[config.mk]
export PLATFORM = sky130hd
export DESIGN_NAME = dcfp_top
export DESIGN_NICKNAME = d
export VERILOG_FILES = /design/src/dcfp_pkg.sv /design/src/dcfp_tag_mem.sv /design/src/dcfp_top.sv
export SDC_FILE = /design/constraint.sdc
export NUM_CORES = 2
export LEC_CHECK = 0
export ABC_AREA = 1
export BUFFER_PORTS_ARGS = -buffer_cell sky130_fd_sc_hd__buf_2
export CORE_MARGIN = 1
export CORE_UTILIZATION = 58
export CTS_BUF_LIST = sky130_fd_sc_hd__clkbuf_4 sky130_fd_sc_hd__clkbuf_8
export CTS_CLUSTER_DIAMETER = 120
export DETAILED_ROUTE_END_ITERATION = 7
export PLACE_DENSITY = 0.78
export SLEW_MARGIN = 5
export SYNTH_ARGS = -nofsm -noshare
export SYNTH_HDL_FRONTEND = slang
export SYNTH_SLANG_ARGS = --single-unit
export TNS_END_PERCENT = 30
[constraint.sdc]
create_clock -name aclk -period 2.7 [get_ports aclk]
set_clock_uncertainty 0.05 [all_clocks]
set_input_delay 0.675 -clock aclk [delete_from_list [all_inputs] [get_ports aclk]]
set_output_delay 0.675 -clock aclk [all_outputs]
set_load 0.02 [all_outputs]
[src/dcfp_pkg.sv]
// constants, types and states for the cache fill policy block
package dcfp_pkg;

	localparam int unsigned WORDS     = 4;
	localparam int unsigned TAG_W     = 24;
	localparam int unsigned MEM_AW    = 5;
	localparam int unsigned MEM_DEPTH = 32;
	localparam int unsigned TAG_LSB   = 8;
	localparam int unsigned IDX_LSB   = 4;
	localparam int unsigned WORD_LSB  = 2;

	localparam logic [1:0] SZ_BYTE = 2'h0;
	localparam logic [1:0] SZ_WORD = 2'h1;
	localparam logic [1:0] SZ_LONG = 2'h2;

	localparam logic [31:0] OFF_CTRL = 32'h0000_0000;
	localparam logic [31:0] OFF_STAT = 32'h0000_0004;

	localparam int unsigned CTRL_IEN = 0;
	localparam int unsigned CTRL_IBE = 1;
	localparam int unsigned CTRL_DEN = 2;
	localparam int unsigned CTRL_DBE = 3;
	localparam int unsigned CTRL_ALC = 4;
	localparam logic [4:0]  CTRL_RST = 5'h00;

	localparam logic [1:0] RESP_OKAY   = 2'h0;
	localparam logic [1:0] RESP_SLVERR = 2'h2;
	localparam logic [1:0] BEAT_LAST   = 2'h3;

	typedef struct packed {
		logic        icache;
		logic        write;
		logic        cachable;
		logic [1:0]  size;
		logic [31:0] addr;
	} dcfp_acc_t;

	typedef struct packed {
		logic [TAG_W-1:0] tag;
		logic [WORDS-1:0] valid;
	} dcfp_ent_t;

	typedef struct packed {
		logic term;
		logic back;
		logic inh;
		logic berr;
	} dcfp_pins_t;

	typedef enum logic [1:0] {
		ST_IDLE = 2'h0,
		ST_LOOK = 2'h1,
		ST_FILL = 2'h3,
		ST_DONE = 2'h2
	} dcfp_state_t;

endpackage

[src/dcfp_tag_mem.sv]
// tag and valid store for both caches, registered read
module dcfp_tag_mem (
	input  wire logic                           aclk,
	input  wire logic                           aresetn,
	input  wire logic [dcfp_pkg::MEM_AW-1:0]    rd_addr,
	output dcfp_pkg::dcfp_ent_t                 rd_data_ff,
	input  wire logic                           wr_en,
	input  wire logic [dcfp_pkg::MEM_AW-1:0]    wr_addr,
	input  wire dcfp_pkg::dcfp_ent_t            wr_data
);

	dcfp_pkg::dcfp_ent_t mem_ff [dcfp_pkg::MEM_DEPTH];

	// all lines invalid after reset
	always_ff @(posedge aclk)
	begin
		if (!aresetn)
		begin
			for (int i = 0; i < dcfp_pkg::MEM_DEPTH; i++)
				mem_ff[i] <= '0;
		end
		else if (wr_en)
			mem_ff[wr_addr] <= wr_data;
	end

	always_ff @(posedge aclk)
	begin
		if (!aresetn)
			rd_data_ff <= '0;
		else
			rd_data_ff <= mem_ff[rd_addr];
	end

endmodule

[src/dcfp_top.sv]
// fill and update policy for the instruction and data cache pair
//
// The register addresses and the AXI4-Lite register port are this design's own decisions.
module dcfp_top (
	input  wire logic                 aclk,
	input  wire logic                 aresetn,
	input  wire logic [31:0]          s_axi_awaddr,
	input  wire logic                 s_axi_awvalid,
	output logic                      s_axi_awready,
	input  wire logic [31:0]          s_axi_wdata,
	input  wire logic [3:0]           s_axi_wstrb,
	input  wire logic                 s_axi_wvalid,
	output logic                      s_axi_wready,
	output logic [1:0]                s_axi_bresp,
	output logic                      s_axi_bvalid,
	input  wire logic                 s_axi_bready,
	input  wire logic [31:0]          s_axi_araddr,
	input  wire logic                 s_axi_arvalid,
	output logic                      s_axi_arready,
	output logic [31:0]               s_axi_rdata,
	output logic [1:0]                s_axi_rresp,
	output logic                      s_axi_rvalid,
	input  wire logic                 s_axi_rready,
	input  wire logic                 acc_valid,
	input  wire dcfp_pkg::dcfp_acc_t  acc_req,
	input  wire logic                 ifetch_use,
	input  wire logic [31:0]          ifetch_addr,
	input  wire logic                 sync_term_in,
	input  wire logic                 burst_ack_in,
	input  wire logic                 cache_inhibit_in,
	input  wire logic                 bus_err_in,
	output logic                      acc_busy_ff,
	output logic                      acc_done_ff,
	output logic                      acc_hit_ff,
	output logic                      burst_req_ff,
	output logic                      cache_upd_ff,
	output logic [1:0]                upd_word_ff,
	output logic                      data_exc_ff,
	output logic                      instr_exc_ff,
	output logic                      fill_abort_ff
);

	////////////////////////////////////////////////////////////////////////////////
	// helpers

	function automatic logic [3:0] word_mask(input logic [31:0] a, input logic [1:0] sz);
		logic [2:0] nb;
		logic [3:0] m;
		nb = (sz == dcfp_pkg::SZ_BYTE) ? 3'h1 : (sz == dcfp_pkg::SZ_WORD) ? 3'h2 : 3'h4;
		m = 4'h1 << a[3:2];
		if ((({1'b0, a[1:0]} + nb) > 3'h4) && (a[3:2] != 2'h3))
			m = m | (4'h2 << a[3:2]);
		return m;
	endfunction

	function automatic logic aligned_long(input logic [31:0] a, input logic [1:0] sz);
		return (sz == dcfp_pkg::SZ_LONG) && (a[1:0] == 2'h0);
	endfunction

	////////////////////////////////////////////////////////////////////////////////
	// state

	dcfp_pkg::dcfp_state_t state_ff;
	dcfp_pkg::dcfp_state_t nxt_state;
	dcfp_pkg::dcfp_acc_t   req_ff;
	dcfp_pkg::dcfp_ent_t   ent;
	dcfp_pkg::dcfp_ent_t   fill_ent_ff;
	dcfp_pkg::dcfp_ent_t   mem_wd;
	dcfp_pkg::dcfp_pins_t  pin_meta_ff;
	dcfp_pkg::dcfp_pins_t  pin_sync_ff;
	dcfp_pkg::dcfp_pins_t  pin_prev_ff;
	logic [4:0]            ctrl_ff;
	logic [1:0]            fill_word_ff;
	logic [1:0]            beat_cnt_ff;
	logic                  fill_on_ff;
	logic                  ierr_valid_ff;
	logic [29:0]           ierr_addr_ff;
	logic                  mem_we;
	logic                  tag_eq;
	logic                  alloc_on;
	logic                  cache_on;
	logic                  burst_on;
	logic                  beat;
	logic                  berr_beat;
	logic                  ev_upd;
	logic                  ev_hit;
	logic                  ev_exc;
	logic                  ev_abort;
	logic                  ev_ierr;
	logic                  ev_start;
	logic                  ev_burst;
	logic                  ev_step;
	logic [1:0]            ev_word;
	logic [3:0]            mask;

	dcfp_tag_mem u_tag_mem (
		.aclk       (aclk),
		.aresetn    (aresetn),
		.rd_addr    ({acc_req.icache, acc_req.addr[7:4]}),
		.rd_data_ff (ent),
		.wr_en      (mem_we),
		.wr_addr    ({req_ff.icache, req_ff.addr[7:4]}),
		.wr_data    (mem_wd)
	);

	////////////////////////////////////////////////////////////////////////////////
	// pin synchronisers and beat detection

	always_ff @(posedge aclk)
	begin
		if (!aresetn)
		begin
			pin_meta_ff <= '0;
			pin_sync_ff <= '0;
			pin_prev_ff <= '0;
		end
		else
		begin
			pin_meta_ff <= {sync_term_in, burst_ack_in, cache_inhibit_in, bus_err_in};
			pin_sync_ff <= pin_meta_ff;
			pin_prev_ff <= pin_sync_ff;
		end
	end

	assign berr_beat = pin_sync_ff.berr && !pin_prev_ff.berr;
	assign beat      = berr_beat || (pin_sync_ff.term && !pin_prev_ff.term);

	////////////////////////////////////////////////////////////////////////////////
	// policy decisions

	always_comb
	begin
		nxt_state = state_ff;
		mem_we    = 1'b0;
		mem_wd    = fill_ent_ff;
		ev_upd    = 1'b0;
		ev_hit    = 1'b0;
		ev_exc    = 1'b0;
		ev_abort  = 1'b0;
		ev_ierr   = 1'b0;
		ev_start  = 1'b0;
		ev_burst  = 1'b0;
		ev_step   = 1'b0;
		ev_word   = req_ff.addr[3:2];
		tag_eq    = ent.tag == req_ff.addr[31:8];
		alloc_on  = ctrl_ff[dcfp_pkg::CTRL_ALC];
		mask      = word_mask(req_ff.addr, req_ff.size);
		cache_on  = req_ff.icache ? ctrl_ff[dcfp_pkg::CTRL_IEN] : ctrl_ff[dcfp_pkg::CTRL_DEN];
		burst_on  = cache_on && (req_ff.icache ? ctrl_ff[dcfp_pkg::CTRL_IBE]
			: ctrl_ff[dcfp_pkg::CTRL_DBE]);
		case (state_ff)
			dcfp_pkg::ST_IDLE:
			begin
				if (acc_valid)
					nxt_state = dcfp_pkg::ST_LOOK;
			end
			dcfp_pkg::ST_LOOK:
			begin
				nxt_state = dcfp_pkg::ST_DONE;
				if (req_ff.write)
				begin
					// inhibit pin is not consulted on writes
					ev_hit = tag_eq && ent.valid[req_ff.addr[3:2]] && cache_on;
					if (cache_on && !req_ff.icache && req_ff.cachable)
					begin
						if (ev_hit)
							ev_upd = 1'b1;
						else if (alloc_on && aligned_long(req_ff.addr, req_ff.size))
						begin
							mem_we = 1'b1;
							mem_wd.tag = req_ff.addr[31:8];
							mem_wd.valid = (tag_eq ? ent.valid : 4'h0) | mask;
							ev_upd = 1'b1;
						end
						else if (alloc_on)
						begin
							mem_we = 1'b1;
							mem_wd.tag = ent.tag;
							mem_wd.valid = ent.valid & ~mask;
						end
					end
				end
				else if (tag_eq && ent.valid[req_ff.addr[3:2]] && cache_on)
					ev_hit = 1'b1;
				else
				begin
					nxt_state = dcfp_pkg::ST_FILL;
					ev_start = 1'b1;
					ev_burst = burst_on && (!tag_eq || (ent.valid == 4'h0));
				end
			end
			dcfp_pkg::ST_FILL:
			begin
				ev_word = fill_word_ff;
				if (beat && berr_beat)
				begin
					mem_we = fill_on_ff;
					mem_wd.valid[fill_word_ff] = 1'b0;
					ev_abort = 1'b1;
					ev_exc = (beat_cnt_ff == 2'h0) && !req_ff.icache;
					ev_ierr = req_ff.icache;
					nxt_state = dcfp_pkg::ST_DONE;
				end
				else if (beat)
				begin
					if (!pin_sync_ff.inh && fill_on_ff)
					begin
						mem_we = 1'b1;
						mem_wd.valid[fill_word_ff] = 1'b1;
						ev_upd = 1'b1;
					end
					ev_abort = pin_sync_ff.inh;
					if (pin_sync_ff.inh || !burst_req_ff || !pin_sync_ff.back
						|| (beat_cnt_ff == dcfp_pkg::BEAT_LAST))
						nxt_state = dcfp_pkg::ST_DONE;
					else
						ev_step = 1'b1;
				end
			end
			dcfp_pkg::ST_DONE:
				nxt_state = dcfp_pkg::ST_IDLE;
			default:
				nxt_state = dcfp_pkg::ST_IDLE;
		endcase
	end

	////////////////////////////////////////////////////////////////////////////////
	// sequencing

	always_ff @(posedge aclk)
	begin
		if (!aresetn)
		begin
			state_ff <= dcfp_pkg::ST_IDLE;
			req_ff <= '0;
		end
		else
		begin
			state_ff <= nxt_state;
			if (state_ff == dcfp_pkg::ST_IDLE && acc_valid)
				req_ff <= acc_req;
		end
	end

	always_ff @(posedge aclk)
	begin
		if (!aresetn)
		begin
			fill_ent_ff <= '0;
			fill_word_ff <= 2'h0;
			beat_cnt_ff <= 2'h0;
			fill_on_ff <= 1'b0;
			burst_req_ff <= 1'b0;
		end
		else
		begin
			if (ev_start)
			begin
				fill_ent_ff.tag <= req_ff.addr[31:8];
				fill_ent_ff.valid <= tag_eq ? ent.valid : 4'h0;
				fill_word_ff <= req_ff.addr[3:2];
				beat_cnt_ff <= 2'h0;
				fill_on_ff <= cache_on;
			end
			else if (state_ff == dcfp_pkg::ST_FILL && mem_we)
				fill_ent_ff <= mem_wd;
			if (ev_step)
			begin
				fill_word_ff <= fill_word_ff + 2'h1;
				beat_cnt_ff <= beat_cnt_ff + 2'h1;
			end
			if (ev_burst)
				burst_req_ff <= 1'b1;
			else if (nxt_state == dcfp_pkg::ST_DONE)
				burst_req_ff <= 1'b0;
		end
	end

	// pending instruction fault, raised only when the bad word is fetched
	always_ff @(posedge aclk)
	begin
		if (!aresetn)
		begin
			ierr_valid_ff <= 1'b0;
			ierr_addr_ff <= '0;
			instr_exc_ff <= 1'b0;
		end
		else
		begin
			instr_exc_ff <= ifetch_use && ierr_valid_ff && (ifetch_addr[31:2] == ierr_addr_ff);
			if (ev_ierr)
			begin
				ierr_valid_ff <= 1'b1;
				ierr_addr_ff <= {req_ff.addr[31:4], fill_word_ff};
			end
			else if (ifetch_use && ifetch_addr[31:2] == ierr_addr_ff)
				ierr_valid_ff <= 1'b0;
		end
	end

	always_ff @(posedge aclk)
	begin
		if (!aresetn)
		begin
			acc_busy_ff <= 1'b0;
			acc_done_ff <= 1'b0;
			acc_hit_ff <= 1'b0;
			cache_upd_ff <= 1'b0;
			upd_word_ff <= 2'h0;
			data_exc_ff <= 1'b0;
			fill_abort_ff <= 1'b0;
		end
		else
		begin
			acc_busy_ff <= nxt_state != dcfp_pkg::ST_IDLE;
			acc_done_ff <= nxt_state == dcfp_pkg::ST_DONE;
			acc_hit_ff <= ev_hit;
			cache_upd_ff <= ev_upd;
			upd_word_ff <= ev_word;
			data_exc_ff <= ev_exc;
			fill_abort_ff <= ev_abort;
		end
	end

	////////////////////////////////////////////////////////////////////////////////
	// register slave

	logic        aw_got_ff;
	logic        w_got_ff;
	logic [31:0] aw_addr_ff;
	logic [31:0] w_data_ff;
	logic        w_lane0_ff;

	always_ff @(posedge aclk)
	begin
		if (!aresetn)
		begin
			s_axi_awready <= 1'b0;
			s_axi_wready <= 1'b0;
			s_axi_bvalid <= 1'b0;
			s_axi_bresp <= dcfp_pkg::RESP_OKAY;
			aw_got_ff <= 1'b0;
			w_got_ff <= 1'b0;
			aw_addr_ff <= '0;
			w_data_ff <= '0;
			w_lane0_ff <= 1'b0;
			ctrl_ff <= dcfp_pkg::CTRL_RST;
		end
		else
		begin
			if (s_axi_awvalid && s_axi_awready)
			begin
				s_axi_awready <= 1'b0;
				aw_got_ff <= 1'b1;
				aw_addr_ff <= s_axi_awaddr;
			end
			else if (!aw_got_ff && !s_axi_bvalid)
				s_axi_awready <= 1'b1;
			if (s_axi_wvalid && s_axi_wready)
			begin
				s_axi_wready <= 1'b0;
				w_got_ff <= 1'b1;
				w_data_ff <= s_axi_wdata;
				w_lane0_ff <= s_axi_wstrb[0];
			end
			else if (!w_got_ff && !s_axi_bvalid)
				s_axi_wready <= 1'b1;
			if (aw_got_ff && w_got_ff && !s_axi_bvalid)
			begin
				s_axi_bvalid <= 1'b1;
				s_axi_bresp <= dcfp_pkg::RESP_OKAY;
				if (aw_addr_ff[31:2] == dcfp_pkg::OFF_CTRL[31:2])
				begin
					if (w_lane0_ff)
						ctrl_ff <= w_data_ff[4:0];
				end
				else if (aw_addr_ff[31:2] != dcfp_pkg::OFF_STAT[31:2])
					s_axi_bresp <= dcfp_pkg::RESP_SLVERR;
			end
			else if (s_axi_bvalid && s_axi_bready)
			begin
				s_axi_bvalid <= 1'b0;
				aw_got_ff <= 1'b0;
				w_got_ff <= 1'b0;
			end
		end
	end

	always_ff @(posedge aclk)
	begin
		if (!aresetn)
		begin
			s_axi_arready <= 1'b0;
			s_axi_rvalid <= 1'b0;
			s_axi_rdata <= '0;
			s_axi_rresp <= dcfp_pkg::RESP_OKAY;
		end
		else if (s_axi_arvalid && s_axi_arready)
		begin
			s_axi_arready <= 1'b0;
			s_axi_rvalid <= 1'b1;
			s_axi_rresp <= dcfp_pkg::RESP_OKAY;
			s_axi_rdata <= '0;
			if (s_axi_araddr[31:2] == dcfp_pkg::OFF_CTRL[31:2])
				s_axi_rdata <= {27'h0000000, ctrl_ff};
			else if (s_axi_araddr[31:2] == dcfp_pkg::OFF_STAT[31:2])
				s_axi_rdata <= {24'h000000, fill_word_ff, beat_cnt_ff, ierr_valid_ff,
					burst_req_ff, state_ff};
			else
				s_axi_rresp <= dcfp_pkg::RESP_SLVERR;
		end
		else if (s_axi_rvalid && s_axi_rready)
			s_axi_rvalid <= 1'b0;
		else if (!s_axi_rvalid)
			s_axi_arready <= 1'b1;
	end

	////////////////////////////////////////////////////////////////////////////////
	// checks

	a_noalloc_hold: assert property (@(posedge aclk) disable iff (!aresetn)
		(state_ff == dcfp_pkg::ST_LOOK && req_ff.write && !ctrl_ff[dcfp_pkg::CTRL_ALC]) |-> !mem_we)
		else $error("write with allocation off changed the tag store");
	a_alloc_new_tag: assert property (@(posedge aclk) disable iff (!aresetn)
		(state_ff == dcfp_pkg::ST_LOOK && req_ff.write && alloc_on && cache_on && !req_ff.icache
		&& req_ff.cachable && !tag_eq && aligned_long(req_ff.addr, req_ff.size))
		|-> (mem_we && mem_wd.tag == req_ff.addr[31:8]
		&& mem_wd.valid == word_mask(req_ff.addr, req_ff.size)))
		else $error("aligned long miss did not allocate one valid word");
	a_partial_keep_tag: assert property (@(posedge aclk) disable iff (!aresetn)
		(state_ff == dcfp_pkg::ST_LOOK && req_ff.write && alloc_on && cache_on && !req_ff.icache
		&& req_ff.cachable && !tag_eq && !aligned_long(req_ff.addr, req_ff.size))
		|-> (mem_wd.tag == ent.tag && (mem_wd.valid & mask) == 4'h0) ##1 !cache_upd_ff)
		else $error("partial write miss altered tag or data");
	a_write_hit_upd: assert property (@(posedge aclk) disable iff (!aresetn)
		(state_ff == dcfp_pkg::ST_LOOK && req_ff.write && !req_ff.icache && req_ff.cachable
		&& cache_on && tag_eq && ent.valid[req_ff.addr[3:2]]) |=> (cache_upd_ff && acc_hit_ff))
		else $error("cachable write hit not updated");
	a_inhibit_no_fill: assert property (@(posedge aclk) disable iff (!aresetn)
		(state_ff == dcfp_pkg::ST_FILL && beat && !berr_beat && pin_sync_ff.inh)
		|=> (!cache_upd_ff && fill_abort_ff && !burst_req_ff && state_ff == dcfp_pkg::ST_DONE))
		else $error("inhibited beat updated cache or burst went on");
	a_operand_berr: assert property (@(posedge aclk) disable iff (!aresetn)
		(state_ff == dcfp_pkg::ST_FILL && berr_beat && beat_cnt_ff == 2'h0 && !req_ff.icache)
		|=> data_exc_ff ##1 !data_exc_ff)
		else $error("operand bus error raised no exception");
	a_fill_berr_quiet: assert property (@(posedge aclk) disable iff (!aresetn)
		(state_ff == dcfp_pkg::ST_FILL && berr_beat && beat_cnt_ff != 2'h0)
		|-> (!mem_wd.valid[fill_word_ff] && mem_we == fill_on_ff) ##1 (!data_exc_ff && fill_abort_ff))
		else $error("non-operand bus error mishandled");
	a_ifetch_fault: assert property (@(posedge aclk) disable iff (!aresetn)
		instr_exc_ff |-> ($past(ierr_valid_ff) && $past(ifetch_use)))
		else $error("instruction fault without pending error");
	a_burst_gate: assert property (@(posedge aclk) disable iff (!aresetn)
		$rose(burst_req_ff) |-> ($past(burst_on) && $past(state_ff) == dcfp_pkg::ST_LOOK))
		else $error("burst requested while not permitted");
	a_burst_length: assert property (@(posedge aclk) disable iff (!aresetn)
		(state_ff == dcfp_pkg::ST_FILL && beat && beat_cnt_ff == dcfp_pkg::BEAT_LAST)
		|=> state_ff == dcfp_pkg::ST_DONE)
		else $error("burst ran beyond four long words");

endmodule
After elaboration in Yosys (flattened, before gate mapping) --
Memory sizes are Yosys's and may differ from the RTL's. A register that Yosys moved wholly into a read port is not among the register bits. Cells that the tools add are included.
Cells by class: add/subtract/negate cells 3, magnitude comparators 4, equal/unequal tests 12, shifts and indexed selects 2, mux-type cells 92, bitwise gates (word level) 10, reduce and logical (&&, ||, !) cells 68
Operator list (number):
- two-way mux 28 bit | 8
- logical NOT 30 bit | 2
- two-way mux 1 bit | 54
- equality test 30 x 1 -> 1 bit (second input constant) | 1
- equality test 30 bit | 1
- != test 30 x 1 -> 1 bit (second input constant) | 1
- logical AND 1 bit | 29
- OR reduction 28 bit | 1
- two-way mux 2 bit | 13
- equality test 24 bit | 1
- two-way mux 24 bit | 1
- two-way mux 4 bit | 5
- two-way mux 8 bit | 2
- nonzero test 2 bit | 7
- bitwise OR 4 bit | 3
- logical NOT 1 bit | 11
- equality test 2 bit (second input constant) | 5
- bitwise AND 4 bit | 2
- logical NOT 2 bit | 4
- NOT 4 bit | 2
- one-hot mux 2 bit (4 select lines) | 1
- one-hot mux 4 bit (2 select lines) | 1
- less-than comparator 2 x 3 -> 1 bit (second input constant) | 2
- two-way mux 3 bit | 2
- 18 further kinds | 32
Word-level totals: bits in registers 209, bits in writable memories 896, input port bits 182, memories kept 1
Memories:
- u_tag_mem.mem_ff | words 32, width 28, read ports 1, clocked after Yosys merged registers in 1, write ports 32, RTL line dcfp_tag_mem.sv:12 | dcfp_pkg::dcfp_ent_t mem_ff [dcfp_pkg::MEM_DEPTH];

Logic depth before layout (Yosys ltp) --
depth after elaboration 17, gate-level depth with buffers 20

By module --
A second synthesis with hierarchy kept.
Unflattened totals: cell total of the unflattened synthesis 5628, area, all modules 50883.8 um2
Modules (own cells, without submodules):
- dcfp_tag_mem | instances 1, cells an instance 4270, area an instance 41614.9 um2, seq. area each 27466.3 um2
- dcfp_top | instances 1, cells an instance 1358, area an instance 9268.9 um2, seq. area each 3623.5 um2

Least setup slack after synthesis --
No wires, ideal clock.
path kind register to register, start register req_ff[2] (netlist name), end memory u_tag_mem.mem_ff[18][0] (netlist name), enable pin, arrival time 2.567 ns, required time 2.265 ns, setup slack -0.302 ns, cell stages (with the launch flop) 15, path buffers 2, period minus slack after synthesis 3.002 ns, cell sequence dfxtp_1 -> inv_1 -> o21ai_0 -> nand2_1 -> nand2_2 -> inv_2 -> nand3_2 -> nand2_4 -> o21ai_4 -> nand2_4 -> nor3_4 -> nand2_2 -> buf_2 -> buf_6 -> nand2_1
RTL lines:
- from (decl) | RTL line dcfp_top.sv:65 | dcfp_pkg::dcfp_acc_t req_ff;
- from (signal assigned) | RTL line dcfp_top.sv:241 | req_ff <= acc_req;
- to (decl) | RTL line dcfp_tag_mem.sv:12

==> impl_metrics.csv <==
group,metric,value,unit
outcome,status,"finished, violations left",
outcome,violations,"setup timing",
synthesis,yosys.cell_count.top_type,"nor2_1",
floorplan,initial_core_util,58.7,%
detailed_routing,drt-wirelength-per-cell,23.7,µm
detailed_routing,drtPass1Iterations,6,
detailed_routing,drc,0,
timing,hold_violations,0,
synthesis,synth_seq_area_share,63.2,%
timing,relSlewSlack,24.4,%
synthesis,ys_seq_elements,1105,
grt,antenna_found_initial,6,
grt,grt_max_degree,127,
pwr,ir_worst_vdd,0.542,mV
detailed_routing,drtIter0Drc,5895,
synthesis,syn_area,49200,µm²
job,max-cap-violations,0,
grt,grt_pass1_wl,223000,µm
placed_design,dpl_cell_area,54000,µm²
worst_setup_path,cp.required,3.26,ns
worst_hold_path,min_to,"aw_addr_ff[18]",
worst_setup_path,r2r-end,"u_tag_mem.mem_ff[2][3]",
grt,grt_usage,34.5,%
synthesis,syn_inst,4979,
timing,finalCriticalPeriod,2.90,ns
grt,grt_pass1_vias,37800,
clocking,cts.clk_slew.worst_paths,0.06,ns
synthesis,yosysTopAreaCellShare,54.7,%
finish,drive_gt1_share,20.9,%
worst_setup_path,r2r_start,"req_ff[33]",
placed_design,gp_congestion,0.982,
finish,final_area,59100,µm²
clocking,insertion_delay,0.90,ns
pwr,p_per_area,643,nW/µm²
clocking,htreeDepth,4,
worst_setup_path,path_delay_family,"simple AND/OR/NAND/NOR gates",
floorplan,die_h,293,µm
worst_setup_path,slowest_delay,0.47,ns
timing,layout_setup_ws,-0.197,ns
placed_design,dp_hpwl,97500,µm
timing,grt_setup_unrepaired,"true",
worst_hold_path,hold_class,"input port to register",
worst_setup_path,critPathSlowestCell,"fa_1",
worst_setup_path,worstPathMaxFanout,8,
synthesis,ys_warn_count,0,
synthesis,synthTopCellsByArea,"edfxtp_1, nor2_1, dfxtp_1, o21ai_0, o221ai_1",
timing,tightest_slew,1.13,ns
floorplan,core_area,83800,µm²
worst_setup_path,reg2reg_depth,19,
clocking,cts-root-buf,"clkbuf_8",
detailed_routing,vias,41000,
clocking,tritoncts.num_buffers,173,
grt,gr-total-overflow,0,
worst_hold_path,worstHoldStart,"s_axi_awaddr[18]",
floorplan,rows,106,
worst_setup_path,cp_cell_sequence,"nor2_2, ha_2, inv_2, fa_1, inv_1, nor2_2, nor2_1, nand2_1, inv_2, a21o_1, nor2_2, nand2_1, nand3_1, nand2_1, nand2_1, nand2_2, clkinv_4, clkbuf_16, nor2_1",
worst_setup_path,worstSetupStartpointType,"register",
synthesis,synth_common_cells,"nor2_1, edfxtp_1, o21ai_0, nand2_1, clkbuf_1",
worst_setup_path,setup.worst_path.end_class,"register",
synthesis,synthFlopType,"edfxtp_1",
clocking,cts_tree,"done",
worst_hold_path,whs_path_depth,3,
timing,setup_viol,96,
timing,max_freq,345,MHz
placed_design,dp_cells,6255,
placed_design,io_buffers,170,
synthesis,synthArstFlopShare,0,%
timing,whs,0.0382,ns
clocking,cts.sinks,1105,
detailed_routing,routed_via_density,6.19,
synthesis,ys_types,52,
finish,fin_nets,5538,
clocking,clock_path_buffers,3,
finish,area_delta_synth_final,20.0,%
finish,fill_cells,5743,
synthesis,syn_area_per_cell,9.89,µm²
timing,drv_slew,0,
finish,instances_no_fill,6625,
synthesis,synth_edf_count,896,
worst_setup_path,reg2reg_slack,-0.20,ns
floorplan,num_io_pins,233,
worst_setup_path,cp.buffers_inverters,5,
worst_setup_path,crit_arrival,3.46,ns
floorplan,die_x,293,µm
synthesis,yosys.area.top_type,"edfxtp_1",
detailed_routing,wl,157000,µm
detailed_routing,final_antenna_net_count,0,
worst_setup_path,cpMostUsedCell,"nand2_1",
timing,timing.final.crit_share,107,%
worst_setup_path,worstSetupPathType,"register to register",
floorplan,dieArea,86000,µm²
pwr,leakagePower,0.0216,µW
final cells by class:
cell class	instances	area [µm²]	area share, %
tap	1134	1420	2.40
inverter	179	709	1.20
timing repair buffer	633	6120	10.4
clock buffer	244	2970	5.03
antenna	6	15.0	0.0254
multi-input combinational	3252	16300	27.6
sequential	1105	31100	52.6
clock inverter	72	444	0.752
sequential cells by signal, indices dropped and copies added (netlist names), 2 cells and up:
signal,cells
aw_addr_ff,30
beat_cnt_ff,2
ctrl_ff,5
fill_ent_ff,28
fill_word_ff,2
ierr_addr_ff,30
pin_meta_ff,4
pin_prev_ff,2
pin_sync_ff,4
req_ff,37
s_axi_rdata,8
state_ff,2
u_tag_mem.mem_ff,896
u_tag_mem.rd_data_ff,28
upd_word_ff,2
w_data_ff,5
worst max path at each step:
stage,start,endpoint,cells past startpoint
2_1_floorplan,req_ff[2],u_tag_mem.mem_ff[8][0],14
5_1_grt,req_ff[33],u_tag_mem.mem_ff[2][3],19
3_5_place_dp,req_ff[10],u_tag_mem.mem_ff[27][7],16
4_1_cts,req_ff[32],u_tag_mem.mem_ff[3][3],19
3_3_place_gp,req_ff[10],u_tag_mem.mem_ff[27][7],17
6_report,req_ff[33],u_tag_mem.mem_ff[2][3],19
stage by stage:
step	setup WS [ns]	TNS (ns)	total power, µW	util (%)
5_1_grt	-0.385	-38.37	39000	70.5
3_5_place_dp	-0.452	-357.83	23900	64.4
4_1_cts	-0.0862	-2.86	37700	68.8
6_report	-0.197	-10.56	38000	70.5
3_3_place_gp	-0.407	-261.41	23800	64.4
2_1_floorplan	-0.216	-127.26	21800	-
cell families after synthesis:
kind of cell               count (synthesis)  share of synthesized area [%]
AOI/OAI and AO/OA                       1136                           13.7
xor gates and xnor gates                  21                          0.374
adders and majority gates                 12                          0.320
buffers and inverters                    647                           5.67
DFF                                     1105                           63.2
other                                      1                        0.00762
and+or+nand+nor                         2057                           16.7
layer usage:
layer | global-route usage, % | vias to the layer above | part of all wire, %
li1 | - | 18000 | -
met1 | 45.2 | 19400 | 35
met2 | 52.6 | 3072 | 45
met3 | 8.98 | 530 | 15
met4 | 18.9 | 8 | 5.5
met5 | 0 | - | 0.035
cells in the final DEF (no fill, tap or decap), types with 25 or more instances in the layout:
master    Yosys  layout
nand2_1     340     296
nor2_4        1      41
o21ai_4       1      25
a211oi_1     34      34
buf_2       138     166
buf_4        33     307
nand3_1      87      82
edfxtp_1    896     896
nor2_1     1485    1434
dfxtp_1     209     206
conb_1        1      26
nor2_2       76      87
clkbuf_8      0     182
a31oi_1      44      44
a21oi_1     108     106
nand2_2      12      33
o221ai_1    178     178
inv_1       161     154
clkbuf_4      0      62
o21ai_0     659     655
clkinv_1      3      44
o22ai_1      52      52
buf_12        0     102
what timing repair did:
item / in CTS / in global routing
resized for setup: 11 / 219
gates cloned: 0 / 25
setup buffers: 5 / 2
pin swaps: 5 / 60
endpoints found under the hold margin: 17 / 0
hold buffers: 17 / 0
endpoints found under the setup margin: 1714 / 1676
where the power goes:
group          leakage (µW)  internal [µW]  switching (µW)  total, µW
logic               0.00882           1550            3060       4610
clock network       0.00181           7340            6750      14100
registers            0.0110          19000             266      19300
worst register-to-register path, stage by stage, from the launching register on:
cell,delay [ns]
dfxtp_2,0.32
nor2_2,0.11
ha_2,0.19
inv_2,0.03
fa_1,0.47
inv_1,0.05
nor2_2,0.09
nor2_1,0.05
nand2_1,0.09
inv_2,0.05
a21o_1,0.22
nor2_2,0.10
nand2_1,0.06
nand3_1,0.09
nand2_1,0.06
nand2_1,0.07
nand2_2,0.09
clkinv_4,0.16
clkbuf_16,0.25
nor2_1,0.07
Note: power is estimated with default switching activity, not from simulation.
